`src/hdl/cpg_pkg.sv`:
```
// constants, types and state records for the configurable pin group
// assumes one system clock, synchronous active-low reset, avalon-mm access
//
// Operation
// hardware output enable high turns the pin driver on as configured.
// hardware output enable low turns the driver off, pin floats.
// grouped view shares one output enable, else one enable per pin.
// output enable acts only on hardware-driven pins, not software ones.
// every input pin state is readable by software.
// software writes the output level; hardware may drive it instead.
// a software pin reads back only with its input buffer enabled.
// input synchronisation does not affect software-only reads.
// group register access only for contiguous single-port groups.
// dedicated interrupt only when selected; combined interrupt always works.
// pin interrupts exist only where a digital input path exists.
// wake interrupts must be level or derived at the controller.
// routed input may feed a level interrupt through general routing.
// bidirectional pin equals hardware input plus hardware output.
// synchronisers have their own enable and reset when not transparent.
// synchronised input passes two flops before logic or interrupts.
// after reset every driver is off or at its initial level.
package cpg_pkg;

   localparam int CPG_MAXP = 32;
   typedef logic [CPG_MAXP-1:0] cpg_vec_t;
   typedef logic [7:0]          cpg_addr_t;

   // register byte offsets
   localparam cpg_addr_t CPG_OFF_CTRL  = 8'h00;
   localparam cpg_addr_t CPG_OFF_OUT   = 8'h04;
   localparam cpg_addr_t CPG_OFF_DRV   = 8'h08;
   localparam cpg_addr_t CPG_OFF_IBUF  = 8'h0C;
   localparam cpg_addr_t CPG_OFF_HWSEL = 8'h10;
   localparam cpg_addr_t CPG_OFF_STATE = 8'h14;
   localparam cpg_addr_t CPG_OFF_STAT  = 8'h18;
   localparam cpg_addr_t CPG_OFF_MASK  = 8'h1C;
   localparam cpg_addr_t CPG_OFF_RISE  = 8'h20;
   localparam cpg_addr_t CPG_OFF_FALL  = 8'h24;
   localparam cpg_addr_t CPG_OFF_PACC  = 8'h28;

   // field positions
   localparam int CPG_CTRL_SYNC = 0;
   localparam int CPG_CTRL_DIRQ = 1;
   localparam int CPG_PACC_IDX  = 0;
   localparam int CPG_PACC_IDXW = 6;
   localparam int CPG_PACC_VAL  = 8;

   // reset values
   localparam cpg_vec_t CPG_RST_VEC  = 32'h0000_0000;
   localparam logic     CPG_RST_SYNC = 1'b0;

   typedef enum logic {
      CPG_BUS_IDLE,
      CPG_BUS_ANS
   } cpg_bus_e;

   // avalon request carried as one record
   typedef struct packed {
      logic      rd;
      logic      wr;
      cpg_addr_t addr;
      cpg_vec_t  wdata;
   } cpg_avreq_s;

   typedef struct packed {
      cpg_bus_e                 bus;
      logic                     waitreq;
      cpg_vec_t                 rdata;
      logic                     ctrl_sync;
      cpg_vec_t                 out;
      cpg_vec_t                 drv;
      cpg_vec_t                 ibuf;
      cpg_vec_t                 hwsel;
      cpg_vec_t                 stat;
      cpg_vec_t                 mask;
      cpg_vec_t                 k_rise;
      cpg_vec_t                 k_fall;
      logic [CPG_PACC_IDXW-1:0] acc_idx;
      cpg_vec_t                 pin_out;
      cpg_vec_t                 pin_oe;
      cpg_vec_t                 hw_in;
      logic                     irq_port;
      logic                     irq_comb;
   } cpg_state_s;

   localparam cpg_state_s CPG_STATE_RST = '{
      bus: CPG_BUS_IDLE, waitreq: 1'b1, ctrl_sync: CPG_RST_SYNC,
      acc_idx: 6'h00, irq_port: 1'b0, irq_comb: 1'b0,
      default: CPG_RST_VEC};

   typedef struct packed {
      cpg_vec_t s1;
      cpg_vec_t s2;
   } cpg_sync_s;

   typedef struct packed {
      cpg_vec_t prev;
   } cpg_edge_s;

endpackage

```
`src/hdl/cpg_edge_det.sv`:
```
// rising and falling edge finder for the interrupt path
// assumes the level is already synchronous to clk_sys
`timescale 1ns/10ps
module cpg_edge_det (
   input  wire logic             clk_sys,
   input  wire logic             reset_n,
   input  wire logic             ce,
   input  wire cpg_pkg::cpg_vec_t lvl_i,
   output wire cpg_pkg::cpg_vec_t rise_o,
   output wire cpg_pkg::cpg_vec_t fall_o
);
   import cpg_pkg::*;

   cpg_edge_s st_q;
   cpg_edge_s st_d;

   always_comb begin
      st_d      = st_q;
      st_d.prev = lvl_i;
   end

   always_ff @(posedge clk_sys) begin
      if (!reset_n) begin
         st_q <= '0;
      end else if (ce) begin
         st_q <= st_d;
      end
   end

   // edges are only meaningful in cycles where ce is high
   assign rise_o = lvl_i & ~st_q.prev;
   assign fall_o = ~lvl_i & st_q.prev;
endmodule

```
`src/hdl/cpg_pin_group.sv`:
```
// configurable general-purpose pin group with avalon-mm register access
// assumes pin inputs synchronous to clk_sys and an outside pad resolver
//
// The implementer's own choices: the placing of the registers and the Avalon-MM register port.
`timescale 1ns/10ps
module cpg_pin_group #(
   parameter int          N_PINS        = 1,
   parameter bit          GROUPED       = 1'b0,
   parameter bit          CONTIG        = 1'b1,
   parameter bit          HW_OE_USED    = 1'b1,
   parameter bit          DEDICATED_IRQ = 1'b1,
   parameter logic [31:0] INIT_OUT      = 32'h0000_0000
) (
   input  wire logic                clk_sys,
   input  wire logic                reset_n,
   input  wire logic                ce,
   input  wire cpg_pkg::cpg_addr_t  avs_address,
   input  wire logic                avs_read,
   input  wire logic                avs_write,
   input  wire cpg_pkg::cpg_vec_t   avs_writedata,
   output wire cpg_pkg::cpg_vec_t   avs_readdata,
   output wire logic                avs_waitrequest,
   input  wire logic [N_PINS-1:0]   pin_in,
   output wire logic [N_PINS-1:0]   pin_out,
   output wire logic [N_PINS-1:0]   pin_oe,
   input  wire logic [N_PINS-1:0]   hw_out,
   input  wire logic [N_PINS-1:0]   hw_oe,
   output wire logic [N_PINS-1:0]   hw_in,
   input  wire logic                in_sync_ce,
   input  wire logic                in_sync_rst,
   input  wire logic                out_sync_ce,
   input  wire logic                out_sync_rst,
   output wire logic                irq_port,
   output wire logic                irq_combined
);
   import cpg_pkg::*;

   // register decode shared by the read and write paths
   function automatic logic reg_hit(input cpg_addr_t a,
                                    input cpg_addr_t off);
      reg_hit = (a == off);
   endfunction

   cpg_state_s st_q;
   cpg_state_s st_d;
   cpg_avreq_s req;
   cpg_vec_t   pmask;
   cpg_vec_t   pin_in_w;
   cpg_vec_t   hw_out_w;
   cpg_vec_t   hw_oe_w;
   cpg_vec_t   sync_lvl;
   cpg_vec_t   lvl_sel;
   cpg_vec_t   rise;
   cpg_vec_t   fall;
   cpg_vec_t   hw_oe_eff;
   cpg_vec_t   drive_out;
   cpg_vec_t   drive_oe;
   cpg_vec_t   sw_state;
   cpg_vec_t   clr;
   cpg_vec_t   ev;
   cpg_vec_t   rmux;

   // widen the pin buses to the internal register width
   assign pmask    = cpg_vec_t'({N_PINS{1'b1}});
   assign pin_in_w = cpg_vec_t'(pin_in);
   assign hw_out_w = cpg_vec_t'(hw_out);
   assign hw_oe_w  = cpg_vec_t'(hw_oe);

   // pack the bus request
   assign req.rd    = avs_read;
   assign req.wr    = avs_write;
   assign req.addr  = avs_address;
   assign req.wdata = avs_writedata;

   // input synchroniser with its own enable and reset
   cpg_sync2 u_sync (
      .clk_sys (clk_sys),
      .reset_n (reset_n),
      .ce      (ce & in_sync_ce),
      .rst_in  (in_sync_rst),
      .lvl_i   (pin_in_w),
      .lvl_o   (sync_lvl)
   );

   // synchronised or transparent level for logic and interrupts
   assign lvl_sel = (st_q.ctrl_sync ? sync_lvl : pin_in_w) & pmask;

   cpg_edge_det u_edge (
      .clk_sys (clk_sys),
      .reset_n (reset_n),
      .ce      (ce),
      .lvl_i   (lvl_sel),
      .rise_o  (rise),
      .fall_o  (fall)
   );

   // one shared enable in grouped view, else one per pin
   assign hw_oe_eff = GROUPED ? {CPG_MAXP{hw_oe[0]}} : hw_oe_w;

   // hardware pins take hw value and enable, software pins the
   // registers; a bidirectional pin is just hw in plus hw out

   assign drive_out = (st_q.hwsel & hw_out_w) | (~st_q.hwsel & st_q.out);
   assign drive_oe  = (st_q.hwsel & (HW_OE_USED ? hw_oe_eff : pmask))
                    | (~st_q.hwsel & st_q.drv);

   // software view of the pins is the raw level behind the input
   // buffer, so the sync choice never reaches it
   assign sw_state = pin_in_w & st_q.ibuf & pmask;

   // read multiplexer; the out and state registers read zero for split groups
   always_comb begin
      rmux = '0;
      if (reg_hit(req.addr, CPG_OFF_CTRL)) begin
         rmux[CPG_CTRL_SYNC] = st_q.ctrl_sync;
         rmux[CPG_CTRL_DIRQ] = DEDICATED_IRQ;
      end else if (reg_hit(req.addr, CPG_OFF_OUT)) begin
         rmux = CONTIG ? st_q.out : '0;
      end else if (reg_hit(req.addr, CPG_OFF_DRV)) begin
         rmux = st_q.drv;
      end else if (reg_hit(req.addr, CPG_OFF_IBUF)) begin
         rmux = st_q.ibuf;
      end else if (reg_hit(req.addr, CPG_OFF_HWSEL)) begin
         rmux = st_q.hwsel;
      end else if (reg_hit(req.addr, CPG_OFF_STATE)) begin
         rmux = CONTIG ? sw_state : '0;
      end else if (reg_hit(req.addr, CPG_OFF_STAT)) begin
         rmux = st_q.stat;
      end else if (reg_hit(req.addr, CPG_OFF_MASK)) begin
         rmux = st_q.mask;
      end else if (reg_hit(req.addr, CPG_OFF_RISE)) begin
         rmux = st_q.k_rise;
      end else if (reg_hit(req.addr, CPG_OFF_FALL)) begin
         rmux = st_q.k_fall;
      end else if (reg_hit(req.addr, CPG_OFF_PACC)) begin
         rmux[CPG_PACC_IDX +: CPG_PACC_IDXW] = st_q.acc_idx;
         rmux[CPG_PACC_VAL] = sw_state[st_q.acc_idx[4:0]];
      end
   end

   // next-state logic: bus slave, pin drivers and interrupt status
   always_comb begin
      st_d = st_q;
      clr  = '0;
      ev   = '0;

      // two-cycle slave: answer one cycle after the request, and the
      // write lands on the edge where the master sees waitrequest low
      unique case (st_q.bus)
         CPG_BUS_IDLE: begin
            if (req.rd || req.wr) begin
               st_d.bus     = CPG_BUS_ANS;
               st_d.waitreq = 1'b0;
               st_d.rdata   = req.rd ? rmux : '0;
            end
         end
         CPG_BUS_ANS: begin
            st_d.bus     = CPG_BUS_IDLE;
            st_d.waitreq = 1'b1;
            if (req.wr) begin
               if (reg_hit(req.addr, CPG_OFF_CTRL)) begin
                  st_d.ctrl_sync = req.wdata[CPG_CTRL_SYNC];
               end
               // whole-group writes only where the group is one port
               if (reg_hit(req.addr, CPG_OFF_OUT) && CONTIG) begin
                  st_d.out = req.wdata & pmask;
               end
               if (reg_hit(req.addr, CPG_OFF_DRV)) begin
                  st_d.drv = req.wdata & pmask;
               end
               if (reg_hit(req.addr, CPG_OFF_IBUF)) begin
                  st_d.ibuf = req.wdata & pmask;
               end
               if (reg_hit(req.addr, CPG_OFF_HWSEL)) begin
                  st_d.hwsel = req.wdata & pmask;
               end
               if (reg_hit(req.addr, CPG_OFF_STAT)) begin
                  clr = req.wdata;
               end
               if (reg_hit(req.addr, CPG_OFF_MASK)) begin
                  st_d.mask = req.wdata & pmask;
               end
               if (reg_hit(req.addr, CPG_OFF_RISE)) begin
                  st_d.k_rise = req.wdata & pmask;
               end
               if (reg_hit(req.addr, CPG_OFF_FALL)) begin
                  st_d.k_fall = req.wdata & pmask;
               end
               // per-pin path works for any group shape
               if (reg_hit(req.addr, CPG_OFF_PACC)) begin
                  st_d.acc_idx = req.wdata[CPG_PACC_IDX +: CPG_PACC_IDXW];
                  if (req.wdata[CPG_PACC_IDX +: CPG_PACC_IDXW] < N_PINS)
                  begin
                     st_d.out[req.wdata[4:0]] = req.wdata[CPG_PACC_VAL];
                  end
               end
            end
         end
      endcase

      // routed input for internal logic, synchronised when chosen
      st_d.hw_in = lvl_sel;

      // output stage with its own enable and reset; reset floats all
      // drivers so nothing fights the board before setup
      if (out_sync_rst) begin
         st_d.pin_oe = '0;
      end else if (out_sync_ce) begin
         st_d.pin_out = drive_out & pmask;
         st_d.pin_oe  = drive_oe & pmask;
      end

      // only pins with an input buffer may raise interrupts
      ev = ((rise & st_q.k_rise) | (fall & st_q.k_fall)) & st_q.ibuf;
      // sticky status: a new event beats a same-cycle clear
      st_d.stat = ((st_q.stat & ~clr) | ev) & pmask;

      // combined line always, dedicated line only when selected
      st_d.irq_comb = |(st_d.stat & st_d.mask);
      st_d.irq_port = DEDICATED_IRQ & st_d.irq_comb;
   end

   // single state register; ce low freezes everything
   always_ff @(posedge clk_sys) begin
      if (!reset_n) begin
         st_q         <= CPG_STATE_RST;
         st_q.out     <= INIT_OUT & cpg_vec_t'({N_PINS{1'b1}});
         st_q.pin_out <= INIT_OUT & cpg_vec_t'({N_PINS{1'b1}});
      end else if (ce) begin
         st_q <= st_d;
      end
   end

   // every output straight from the state register
   assign avs_readdata    = st_q.rdata;
   assign avs_waitrequest = st_q.waitreq;
   assign pin_out         = st_q.pin_out[N_PINS-1:0];
   assign pin_oe          = st_q.pin_oe[N_PINS-1:0];
   assign hw_in           = st_q.hw_in[N_PINS-1:0];
   assign irq_port        = st_q.irq_port;
   assign irq_combined    = st_q.irq_comb;

   // output stage is live this cycle
   logic out_live;
   assign out_live = ce && out_sync_ce && !out_sync_rst;
endmodule

```
`src/hdl/cpg_sync2.sv`:
```
// two-stage input synchroniser for all pins of the group
// assumes ce freezes it and rst_in clears it synchronously
`timescale 1ns/10ps
module cpg_sync2 (
   input  wire logic             clk_sys,
   input  wire logic             reset_n,
   input  wire logic             ce,
   input  wire logic             rst_in,
   input  wire cpg_pkg::cpg_vec_t lvl_i,
   output wire cpg_pkg::cpg_vec_t lvl_o
);
   import cpg_pkg::*;

   cpg_sync_s st_q;
   cpg_sync_s st_d;

   // first stage feeds only the second stage
   always_comb begin
      st_d    = st_q;
      st_d.s1 = lvl_i;
      st_d.s2 = st_q.s1;
      if (rst_in) begin
         st_d = '0;
      end
   end

   always_ff @(posedge clk_sys) begin
      if (!reset_n) begin
         st_q <= '0;
      end else if (ce) begin
         st_q <= st_d;
      end
   end

   assign lvl_o = st_q.s2;
endmodule

```
`config.mk`:
```
export PLATFORM = sky130hd
export DESIGN_NAME = cpg_pin_group
export DESIGN_NICKNAME = d
export VERILOG_FILES = /design/src/hdl/cpg_pkg.sv /design/src/hdl/cpg_edge_det.sv /design/src/hdl/cpg_pin_group.sv /design/src/hdl/cpg_sync2.sv
export SDC_FILE = /design/constraint.sdc
export NUM_CORES = 1
export LEC_CHECK = 0
export ABC_AREA = 1
export BUFFER_PORTS_ARGS = -buffer_cell sky130_fd_sc_hd__buf_2
export CORE_MARGIN = 10
export CORE_UTILIZATION = 53
export CTS_CLUSTER_DIAMETER = 40
export CTS_CLUSTER_SIZE = 24
export DETAILED_ROUTE_END_ITERATION = 8
export PLACE_DENSITY = 0.81
export RECOVER_POWER = 100
export SYNTH_ARGS = -nofsm -noshare
export SYNTH_HDL_FRONTEND = slang
export SYNTH_SLANG_ARGS = --single-unit
```
`constraint.sdc`:
```
create_clock -name clk_sys -period 1.7 [get_ports clk_sys]
set_input_delay 0.255 -clock clk_sys [delete_from_list [all_inputs] [get_ports clk_sys]]
set_output_delay 0.255 -clock clk_sys [all_outputs]
set_load 0.05 [all_outputs]
```
==> results of run 1 <==
-- registers in the layout, summed over array words and instances (netlist names) --
signal	cells
avs_readdata	32
avs_waitrequest	1
irq_combined	1
pin_oe	1
pin_out	1
st_q	47
u_edge.st_q	1
u_sync.lvl_o	1
u_sync.st_q	1
-- cell usage in the layout, fill, tap and decap left out, types with 3 or more instances in the layout --
cell,netlist,routed
buf_4,36,10
buf_2,3,25
o21ai_0,22,23
clkbuf_1,12,40
nor2_4,5,5
o31ai_1,2,7
a21oi_1,31,31
inv_2,4,4
a22oi_1,4,4
nand2_1,69,71
nor2_1,35,35
inv_1,48,49
nand3_1,37,37
nor3_1,17,17
clkbuf_8,0,10
dfxtp_1,86,86
nand4_1,3,3
a311oi_1,4,4
o31ai_4,10,5
-- routing by layer --
layer	track usage	share of wire	up-vias
li1	-	-	1514
met1	0.1697	0.44	1398
met2	0.2405	0.47	80
met3	0.05266	0.073	13
met4	0.06362	0.017	0
met5	0	0	-
-- power by group through the flow --
stage                     logic, mW  registers (mW)  clock network, mW
after floorplan               0.124            2.09                  0
after global placement        0.220            2.08                  0
after detailed placement      0.227            2.08                  0
after CTS                     0.228            2.03               1.49
after global routing          0.240            2.03               1.58
final                         0.220            2.03               1.48
-- Yosys cell counts --
cell type | number | area (um2)
a311oi_1 | 4 | 35.03
nor3_4 | 1 | 16.27
inv_1 | 48 | 180.2
nor2_2 | 2 | 12.51
buf_2 | 3 | 15.01
buf_4 | 36 | 270.3
nand2_1 | 69 | 259.0
nand3_4 | 1 | 17.52
a221o_1 | 1 | 10.01
a22oi_1 | 4 | 30.03
clkbuf_1 | 12 | 45.04
o22ai_1 | 2 | 12.51
o21ai_2 | 1 | 8.760
nand3b_1 | 1 | 7.510
nor4_1 | 2 | 12.51
nand2_4 | 2 | 22.52
inv_2 | 4 | 15.01
nor2_4 | 5 | 56.30
o21ai_0 | 22 | 110.1
o31ai_1 | 2 | 15.01
o21ai_1 | 1 | 5.000
nor3_1 | 17 | 85.08
o21bai_1 | 1 | 7.510
a31oi_1 | 2 | 12.51
buf_12 | 1 | 20.02
nor2_1 | 35 | 131.4
a21oi_1 | 31 | 155.2
dfxtp_1 | 86 | 1722
nand2_2 | 1 | 6.260
nand3_1 | 37 | 185.2
nand4_1 | 3 | 18.77
clkinv_1 | 1 | 3.750
buf_6 | 2 | 22.52
o31ai_4 | 10 | 212.7
o211ai_1 | 1 | 7.510
-- area by class of cell --
type / count / area (um2) / share of cell area
multi-input cells: 258 / 1374 / 0.3421
flip-flops and latches: 86 / 1722 / 0.4287
clock inverters: 6 / 68.82 / 0.01713
clock buffers: 10 / 137.6 / 0.03427
well taps: 96 / 120.1 / 0.02991
inverters: 53 / 198.9 / 0.04953
repair buffers: 78 / 395.4 / 0.09844
-- stage by stage --
| step | setup TNS, ps | worst slack, ps | instances | power, mW |
|---|---|---|---|---|
| 2_1_floorplan | 0 | 343.9 | 451 | 2.215 |
| 6_report | 0 | 154.6 | 587 | 3.731 |
| 3_3_place_gp | 0 | 125.0 | 571 | 2.296 |
| 4_1_cts | 0 | 169.9 | 587 | 3.748 |
| 5_1_grt | 0 | 3.290 | 587 | 3.847 |
| 3_5_place_dp | -0.3344 | -0.3344 | 571 | 2.303 |
-- worst min-delay path, cell delays in order --
cell,delay (ps)
buf_2,90
nand2_1,50
a31oi_1,80
-- kinds of logic after synthesis --
kind of cell	count (synthesis)
buf+inv	107
simple gates	176
flops	86
compound gates	82
-- worst max-delay path by stage --
| stage | start | to |
|---|---|---|
| final | st_q[394] | st_q[102] |
| after global routing | st_q[394] | st_q[100] |
| after CTS | st_q[394] | st_q[102] |
| after detailed placement | avs_address[6] | avs_readdata[5] |
| after global placement | avs_address[0] | st_q[100] |
| after floorplan | avs_address[6] | avs_readdata[3] |
==> key figures, run 1 <==
CTS
  – CTS tree: done
  – CTS resizes: 0
  – Post-CTS Repair Setup Buffers: 0
  – Inserted Clock Buffers: 9
  – Clock sinks: 86
  – Clock slew at reported path FFs: 90 ps
  – CTS HTree Levels: 3
  – Hold_buf cts: 0
  – Root buffer cell: clkbuf_8
  – CTS max path bufs: 2
  – Clk Latency, worst-skew pair: 360 ps

Power and ir drop
  – Clock power frac: 0.397
  – Switching pwr: 0.9116 mW
  – PwrDens: 929.0 nW/um2
  – Peak supply drop: 0.4295 mV
  – Seq pwr share: 0.544
  – Comb pwr share: 0.059
  – LEAKAGE: 1.508 nW
  – Sw frac: 0.2443
  – Int Power: 2.819 mW

Worst setup path
  – CP delay by family, top: simple AND/OR/NAND/NOR gates
  – R2R Path Start: st_q[394]
  – Buf/Inv on CP: 1
  – Crit Path Category: flip-flop to flip-flop
  – Critical Path AT: between 1500 and 2000 ps
  – R2R Path End: st_q[102]
  – Slowest cell on crit path: dfxtp_1
  – FF-to-FF setup slack: 150 ps
  – CP Max Fanout: 12
  – Cell Chain, Critical Path: nand2_1, nor2_1, buf_4, nand2_1, o21ai_0, a21oi_1
  – Crit path required time: 1930 ps
  – CP max stage delay: 460 ps
  – WP depth: 6
  – Worst Setup Start Kind: flip-flop
  – CP most frequent cell: nand2_1
  – Reg2reg path depth: 6
  – Critical Path End Type: flip-flop

Layout
  – Final Instance Area: 4016 um2
  – Layout area overhead: 7.214%
  – Final Util: 0.5879
  – Layout Nets: approximately 540
  – Antenna Cells: 0
  – Fillers: 652
  – Share of layout cells above drive strength 1: 0.1507

Routing
  – Vias per Instance: 5.119
  – Antenna viol nets, final: 0
  – Total Wirelength: 8147 um
  – Iteration-0 DRC Markers: 154
  – Wire per inst: around 14 um
  – DRC viols: 0
  – TritonRoute pass-1 iters: 4
  – Vias: 3,005

Timing
  – Setup Skew: approximately 8.5 ps
  – Max-slew violations: 0
  – Final Hold Vio Count: 0
  – Minimum clock period: 1545 ps
  – Fmax: 647.1 MHz
  – Endpoints failing setup: 0
  – Worst hold slack: 164.9 ps
  – Slew @ Worst Pin: between 600 and 700 ps
  – RSZ-0062 raised after global routing: no
  – Max_slew headroom: 0.5647
  – Period utilization: 0.9091

Floorplan
  – Initial Util: 0.5484
  – # IOs: 90
  – Area of the core: 6832 um2
  – Die area: 10,830 um2
  – Die Ht: 104.1 um
  – FP Rows: 30
  – Die X-Extent: 104.1 um

Global routing
  – Number of global-route vias before repair: 2,971
  – Pin count of the biggest net entering global routing: 34
  – Global-route wire length before repair: 13,430 um
  – Initial antenna violation count: 0
  – Global route overflow: 0
  – Gr usage total: 0.1473

Synth
  – Register area share after synthesis: 0.4596
  – Largest family of logic cells by synthesized area: simple AND/OR/NAND/NOR gates
  – Synth Cell Area: 3746 um2
  – Synth warn: 0
  – Syn_nets: 503
  – Multiplexer share of the synthesized area: 0
  – Post-synthesis compound-gate area fraction: 0.1660
  – Post-Synth Adder-Cell Area: 0
  – Syn avg cell area: 8.306 um2
  – Xor/xnor share of the synthesized area: 0
  – Post-synth cell types: 35
  – Syn Inst Count: about 450
  – Post-synthesis register bit count: 86
  – Simple-gate share of the synthesized area: 0.2218

Hold path
  – Worst hold path class: primary input to flip-flop
  – Hold path cells: 3
  – Hold Path Origin: hw_out
  – WHS Endpoint: pin_out

Place
  – Area post-placement: about 4000 um2
  – HPWL Detailed: 5990 um
  – Port bufs: 64
  – Final GP Congestion: 0.8935

Job
  – MaxCap Viol Count: 0

Run status
  – Outcome: complete, no violations
Note: power is estimated with default switching activity, not from simulation.
==> run 2, diff against run 1 <==
PLACE_DENSITY = not set   (was 0.81)
PLACE_DENSITY_LB_ADDON = 0.08   (was not set)
==> run 2 against run 1 <==
Against the previous run:
- combinational power hardly changed
- critical path depth stayed put
- total power is 0.72% higher
- count of clock-buffer cells in the layout stayed put
- global-route usage is 0.34 points lower
- worst hold slack better by 13 ps
- clock power hardly changed
- die area stayed put
- non-clock buffer count is 1 lower
- via count is 2.2% lower
- design area is 1.2% higher
- largest cell class unchanged
- largest power group unchanged
==> key figures, run 2 (synthesized netlist as in run 1, its figures left out) <==
Run status
  – Outcome: complete, no violations

Worst setup path
  – CP max stage delay: 380 ps (-80 ps)
  – CP Max Fanout: 10 (-2)
  – Worst Setup Start Kind: flip-flop
  – Crit Path Category: flip-flop to flip-flop
  – Slowest cell on crit path: dfxtp_1
  – Buf/Inv on CP: 1 (unchanged)
  – Critical Path AT: 1780 ps (about the same)
  – CP delay by family, top: simple AND/OR/NAND/NOR gates
  – CP most frequent cell: nor2_4
  – Cell Chain, Critical Path: nor2_4, nand2_1, nor2_4, nand2_4, buf_2, o31ai_1
  – Crit path required time: 1960 ps (+30 ps)
  – Critical Path End Type: flip-flop

Timing
  – Final Hold Vio Count: 0 (unchanged)
  – Minimum clock period: 1519 ps (-26.54 ps)
  – Period utilization: 0.8935 (-0.01561)
  – Fmax: 658.4 MHz (+1.7%)
  – Endpoints failing setup: 0 (unchanged)
  – RSZ-0062 raised after global routing: no
  – Slew @ Worst Pin: 629.5 ps (-26.34 ps)
  – Setup Skew: 9.171 ps (+0.6545 ps)
  – Setup slack after layout: 181.1 ps (+26.54 ps)
  – Max-slew violations: 0 (unchanged)
  – Worst hold slack: 178.3 ps (+13.38 ps)
  – Setup TNS Final: 0 ps (unchanged)
  – Max_slew headroom: 0.5821 (+0.01749)

Floorplan
  – Area of the core: 6832 um2 (unchanged)
  – Initial Util: 0.5484 (unchanged)
  – Die area: 10,830 um2 (unchanged)
  – # IOs: 90 (unchanged)
  – Die Ht: 104.1 um (unchanged)
  – FP Rows: 30 (unchanged)
  – Die X-Extent: 104.1 um (unchanged)

CTS
  – CTS resizes: 0 (unchanged)
  – Root buffer cell: clkbuf_8
  – Clk Latency, worst-skew pair: 340 ps (-20 ps)
  – Inserted Clock Buffers: 9 (unchanged)
  – Post-CTS Repair Setup Buffers: 0 (unchanged)
  – CTS max path bufs: 2 (unchanged)
  – CTS tree: done
  – Hold_buf cts: 0 (unchanged)
  – Clock slew at reported path FFs: 90 ps (about the same)
  – Clock sinks: 86 (unchanged)
  – CTS HTree Levels: 3 (unchanged)

Layout
  – Commonest cells after routing, fill and taps aside: dfxtp_1, nand2_1, inv_1
  – Commonest non-fill, non-tap cell in the layout: dfxtp_1
  – Post-layout instance count excluding filler cells: 586 (-0.17%)
  – Layout Nets: 537 (-0.19%)
  – Antenna Cells: 0 (unchanged)
  – Share of layout cells above drive strength 1: 0.1531 (+0.002348)
  – Fillers: 698 (+7.1%)
  – Final Instance Area: 4063 um2 (+1.2%)
  – Max reg flops: 47 (unchanged)
  – Layout area overhead: 8.450%
  – Final Util: 0.5947 (+0.006777)
  – Most flops, register: st_q

Place
  – Final GP Congestion: 0.8349 (-6.6%)
  – Port bufs: 64 (unchanged)
  – Placement Setup Slack: 62.44 ps (+62.78 ps)
  – HPWL Detailed: 5708 um (-4.7%)
  – DP Cell Count: 570 (-0.18%)
  – Area post-placement: 3961 um2 (+0.13%)

Global routing
  – Number of global-route vias before repair: 2,960 (-0.37%)
  – Pin count of the biggest net entering global routing: 47 (+38%)
  – Global route overflow: 0 (unchanged)
  – Initial antenna violation count: 0 (unchanged)
  – Global-route wire length before repair: 13,420 um (about the same)
  – Gr usage total: 0.1439 (-0.003441)

Routing
  – TritonRoute pass-1 iters: 4 (unchanged)
  – DRC viols: 0 (unchanged)
  – Total Wirelength: 7798 um (-4.3%)
  – Vias: 2,939 (-2.2%)
  – Antenna viol nets, final: 0 (unchanged)
  – Wire per inst: 13.31 um (-4.1%)
  – Vias per Instance: 5.015 (-2.0%)
  – Iteration-0 DRC Markers: 128 (-17%)

Power and ir drop
  – Peak supply drop: 0.4835 mV (+13%)
  – LEAKAGE: 1.499 nW (-0.55%)
  – Power Total: 3.758 mW (+0.72%)
  – PwrDens: 925.0 nW/um2 (-0.43%)

Hold path
  – Worst hold path class: primary input to flip-flop

Job
  – MaxCap Viol Count: 0 (unchanged)
==> run 2: cell count changes in the layout (fill, tap and decap cells not counted), sizes merged <==
cell	change
clkinv	-2
buf	-3
clkinvlp	+1
inv	+1
clkbuf	+2
==> run 2: power breakdown <==
part           internal, mW  total (mW)  switching (mW)
Sequential             2.02        2.03         0.00816
Clock                 0.743        1.51           0.763
Combinational        0.0674       0.221           0.154
==> run 2: worst paths after layout <==
check | from | cells past startpoint | slack, ps | endpoint
setup / recovery | st_q[394] | 6 | 180 | avs_readdata[19]
hold / removal | hw_out | 3 | 180 | pin_out
setup reg to reg | st_q[394] | 6 | 180 | avs_readdata[19]
hold reg to reg | st_q[331] | 2 | 440 | st_q[331]
==> run 2: area by class of cell <==
| cell class | instances | area (um2) | share of cell area |
|---|---|---|---|
| Multi-Input combinational cell | 258 | 1429 | 0.3517 |
| Inverter | 53 | 198.9 | 0.04897 |
| Clock inverter | 6 | 75.07 | 0.01848 |
| Tap cell | 96 | 120.1 | 0.02957 |
| Timing Repair Buffer | 77 | 380.4 | 0.09362 |
| Sequential cell | 86 | 1722 | 0.4238 |
| Clock buffer | 10 | 137.6 | 0.03388 |
==> run 2: layer usage <==
metal	vias up	GRT usage	part of all wire
met1	1347	0.1830	0.47
met4	0	0.03877	0.0053
met5	-	0	0
met2	70	0.2320	0.46
met3	4	0.04089	0.062
li1	1518	-	-
==> run 2: tightest hold or removal path, stage by stage <==
cell     delay [ps]
buf_2           100
nand2_1          50
a31oi_1          70
==> run 3, diff against run 2 <==
ABC_AREA = 0   (was 1)
==> run 3 against run 2 <==
Against the previous run:
- count of clock-buffer cells in the layout fell by 1
- utilization rose by 0.46 points
- synthesized area fell by 3.0%
- clock skew rose by 4.0 ps
- design area fell by 0.89%
- combinational power rose by 8%
- critical endpoint is now st_q[328]
==> key figures, run 3 <==
Layout
  – Antenna Cells: 0 (unchanged)
  – Most flops, register: st_q
  – Max reg flops: 47 (unchanged)
  – Commonest non-fill, non-tap cell in the layout: dfxtp_1
  – Post-layout instance count excluding filler cells: 492 (-16%)
  – Commonest cells after routing, fill and taps aside: dfxtp_1, nor2b_1, clkbuf_1
  – Layout area overhead: 10.85%
  – Layout Nets: 460 (-14%)
  – Share of layout cells above drive strength 1: 0.1675 (+0.01441)

Floorplan
  – Area of the core: 6719 um2 (-1.6%)
  – Die Ht: 102.8 um (-1.2%)
  – Initial Util: 0.5406 (-0.007756)
  – Die area: 10,560 um2 (-2.5%)
  – Die X-Extent: 102.8 um (-1.2%)
  – FP Rows: 30 (unchanged)
  – # IOs: 90 (unchanged)

CTS
  – Clock slew at reported path FFs: 90 ps (about the same)
  – Clock sinks: 86 (unchanged)
  – Hold_buf cts: 0 (unchanged)
  – CTS HTree Levels: 3 (unchanged)
  – CTS max path bufs: 2 (unchanged)
  – Inserted Clock Buffers: 9 (unchanged)
  – Root buffer cell: clkbuf_8
  – Post-CTS Repair Setup Buffers: 0 (unchanged)
  – Clk Latency, worst-skew pair: 360 ps (+20 ps)
  – CTS tree: done

Global routing
  – Number of global-route vias before repair: 2,627 (-11%)
  – Initial antenna violation count: 0 (unchanged)
  – Global route overflow: 0 (unchanged)
  – Gr usage total: 0.1574 (+0.01358)
  – Pin count of the biggest net entering global routing: 32 (-32%)
  – Global-route wire length before repair: 13,110 um (-2.3%)

Synth
  – Synth Cell Area: 3632 um2 (-3.0%)
  – Synth top area share: 0.4740 (+0.01441)
  – Post-synthesis async set-or-reset flop share: 0 (unchanged)
  – Post-synth cell types: 41 (+17%)
  – Syn avg cell area: 9.951 um2 (+20%)
  – Largest cells by area after synthesis: dfxtp_1, nor2b_1, buf_4
  – Synth warn: 0 (unchanged)
  – Syn Inst Count: 365 (-19%)
  – Most frequent cell after synthesis: dfxtp_1
  – Yosys top cell by area: dfxtp_1
  – Synth top cells by count: dfxtp_1, nor2b_1, and2_1, buf_4, a22oi_1
  – EDFF count, synth: 0 (unchanged)
  – Syn_nets: 417 (-17%)
  – Register area share after synthesis: 0.4740 (+0.01441)
  – Main synth FF type: dfxtp_1
  – Post-synthesis register bit count: 86 (unchanged)

Worst setup path
  – CP most frequent cell: a21boi_0
  – CP max stage delay: 390 ps (about the same)
  – Worst Setup Start Kind: flip-flop
  – Slowest cell on crit path: dfxtp_2
  – CP delay by family, top: simple AND/OR/NAND/NOR gates
  – Crit path required time: 1940 ps (-20 ps)
  – Critical Path End Type: flip-flop
  – Buf/Inv on CP: 1 (unchanged)
  – Critical Path AT: 1770 ps (about the same)
  – CP Max Fanout: 7 (-3)
  – Crit Path Category: flip-flop to flip-flop
  – Cell Chain, Critical Path: and3_1, and2_0, clkbuf_1, a21boi_0, mux2i_1, a21boi_0

Timing
  – RSZ-0062 raised after global routing: no
  – Period utilization: 0.8999 (+0.006466)
  – Max_slew headroom: 0.4825 (-0.09968)
  – Slew @ Worst Pin: 776.3 ps (+146.8 ps)
  – Setup Skew: 13.18 ps (+4.013 ps)
  – Fmax: 653.6 MHz (-0.72%)
  – Worst hold slack: 171.6 ps (-6.692 ps)
  – Max-slew violations: 0 (unchanged)
  – Final Hold Vio Count: 0 (unchanged)
  – Minimum clock period: 1530 ps (+10.99 ps)
  – Setup TNS Final: 0 ps (unchanged)
  – Setup slack after layout: 170.1 ps (-10.99 ps)
  – Endpoints failing setup: 0 (unchanged)

Power and ir drop
  – PwrDens: 920.6 nW/um2 (-0.47%)
  – LEAKAGE: 1.556 nW (+3.8%)
  – Peak supply drop: 0.7991 mV (+65%)
  – Power Total: 3.707 mW (-1.4%)

Routing
  – Wire per inst: 16.05 um (+21%)
  – Vias: 2,563 (-13%)
  – Iteration-0 DRC Markers: 108 (-16%)
  – Antenna viol nets, final: 0 (unchanged)
  – Vias per Instance: 5.209 (+3.9%)
  – Total Wirelength: 7899 um (+1.3%)
  – TritonRoute pass-1 iters: 4 (unchanged)
  – DRC viols: 0 (unchanged)

Hold path
  – Worst hold path class: primary input to flip-flop

Run status
  – Outcome: complete, no violations

Place
  – HPWL Detailed: 5728 um (+0.34%)
  – Port bufs: 64 (unchanged)
  – DP Cell Count: 477 (-16%)
  – Placement Setup Slack: 17.24 ps (-45.21 ps)
  – Final GP Congestion: 0.8518 (+2.0%)

Job
  – MaxCap Viol Count: 0 (unchanged)
## run 3: changes by cell type after synthesis, sizes merged, moves of 16 or more
| cell | change |
|---|---|
| nor2 | -34 |
| nor2b | +43 |
| o21ai | -17 |
| nand3 | -31 |
| a21oi | -27 |
| a22oi | +29 |
| mux2i | +18 |
| nor3 | -16 |
| inv | -49 |
| and2 | +34 |
| nand2 | -51 |
## run 3: final timing paths
| path | slack [ps] | to | start | depth (start not counted) |
|---|---|---|---|---|
| max | 170 | st_q[328] | st_q[394] | 6 |
| min | 170 | st_q[101] | avs_writedata[3] | 3 |
| min reg2reg | 460 | avs_readdata[3] | avs_readdata[3] | 2 |
| max reg2reg | 170 | st_q[328] | st_q[394] | 6 |
## run 3: report_power, final
part | total (mW) | switching, mW | internal, mW | leakage, nW
Combinational | 0.239 | 0.143 | 0.0964 | 0.770
Clock | 1.44 | 0.755 | 0.683 | 0.0923
Sequential | 2.03 | 0.00773 | 2.02 | 0.694
## run 3: cells by family after synthesis
| family | synth area share |
|---|---|
| simple gates | 0.2453 |
| flops | 0.4740 |
| compound gates | 0.1285 |
| buf+inv | 0.09335 |
| mux | 0.05890 |
## run 3: what timing repair did
action	CTS	global route
hold endpoints to repair	0	0
gates resized for setup	0	2
setup endpoints to repair	0	6
## run 3: per-stage QoR
step | utilization | area, um2
4_1_cts | 0.6125 | 4115
3_5_place_dp | 0.5834 | 3920
5_1_grt | 0.5993 | 4026
3_3_place_gp | 0.5834 | 3920
2_1_floorplan | - | 3632
6_report | 0.5993 | 4026
## run 3: per-layer routing
layer	global-route usage	routed length [um]
met5	0	0
met4	0.05455	84
met3	0.05094	478
met2	0.2439	3496
met1	0.2014	3840
## run 3: tightest hold or removal path, cell delays in order
cell and delay (ps):
buf_2 80, mux2i_1 60, nor2b_1 100
## run 3: final cells by class
type                       instances  area [um2]
sequential                        86        1723
clock buffer                       9       123.9
tap                               80       100.1
clock inverter                     6       71.32
multi-input combinational        224        1549
fill                             633        2693
inverter                           3       11.26
timing repair buffer              84       447.9
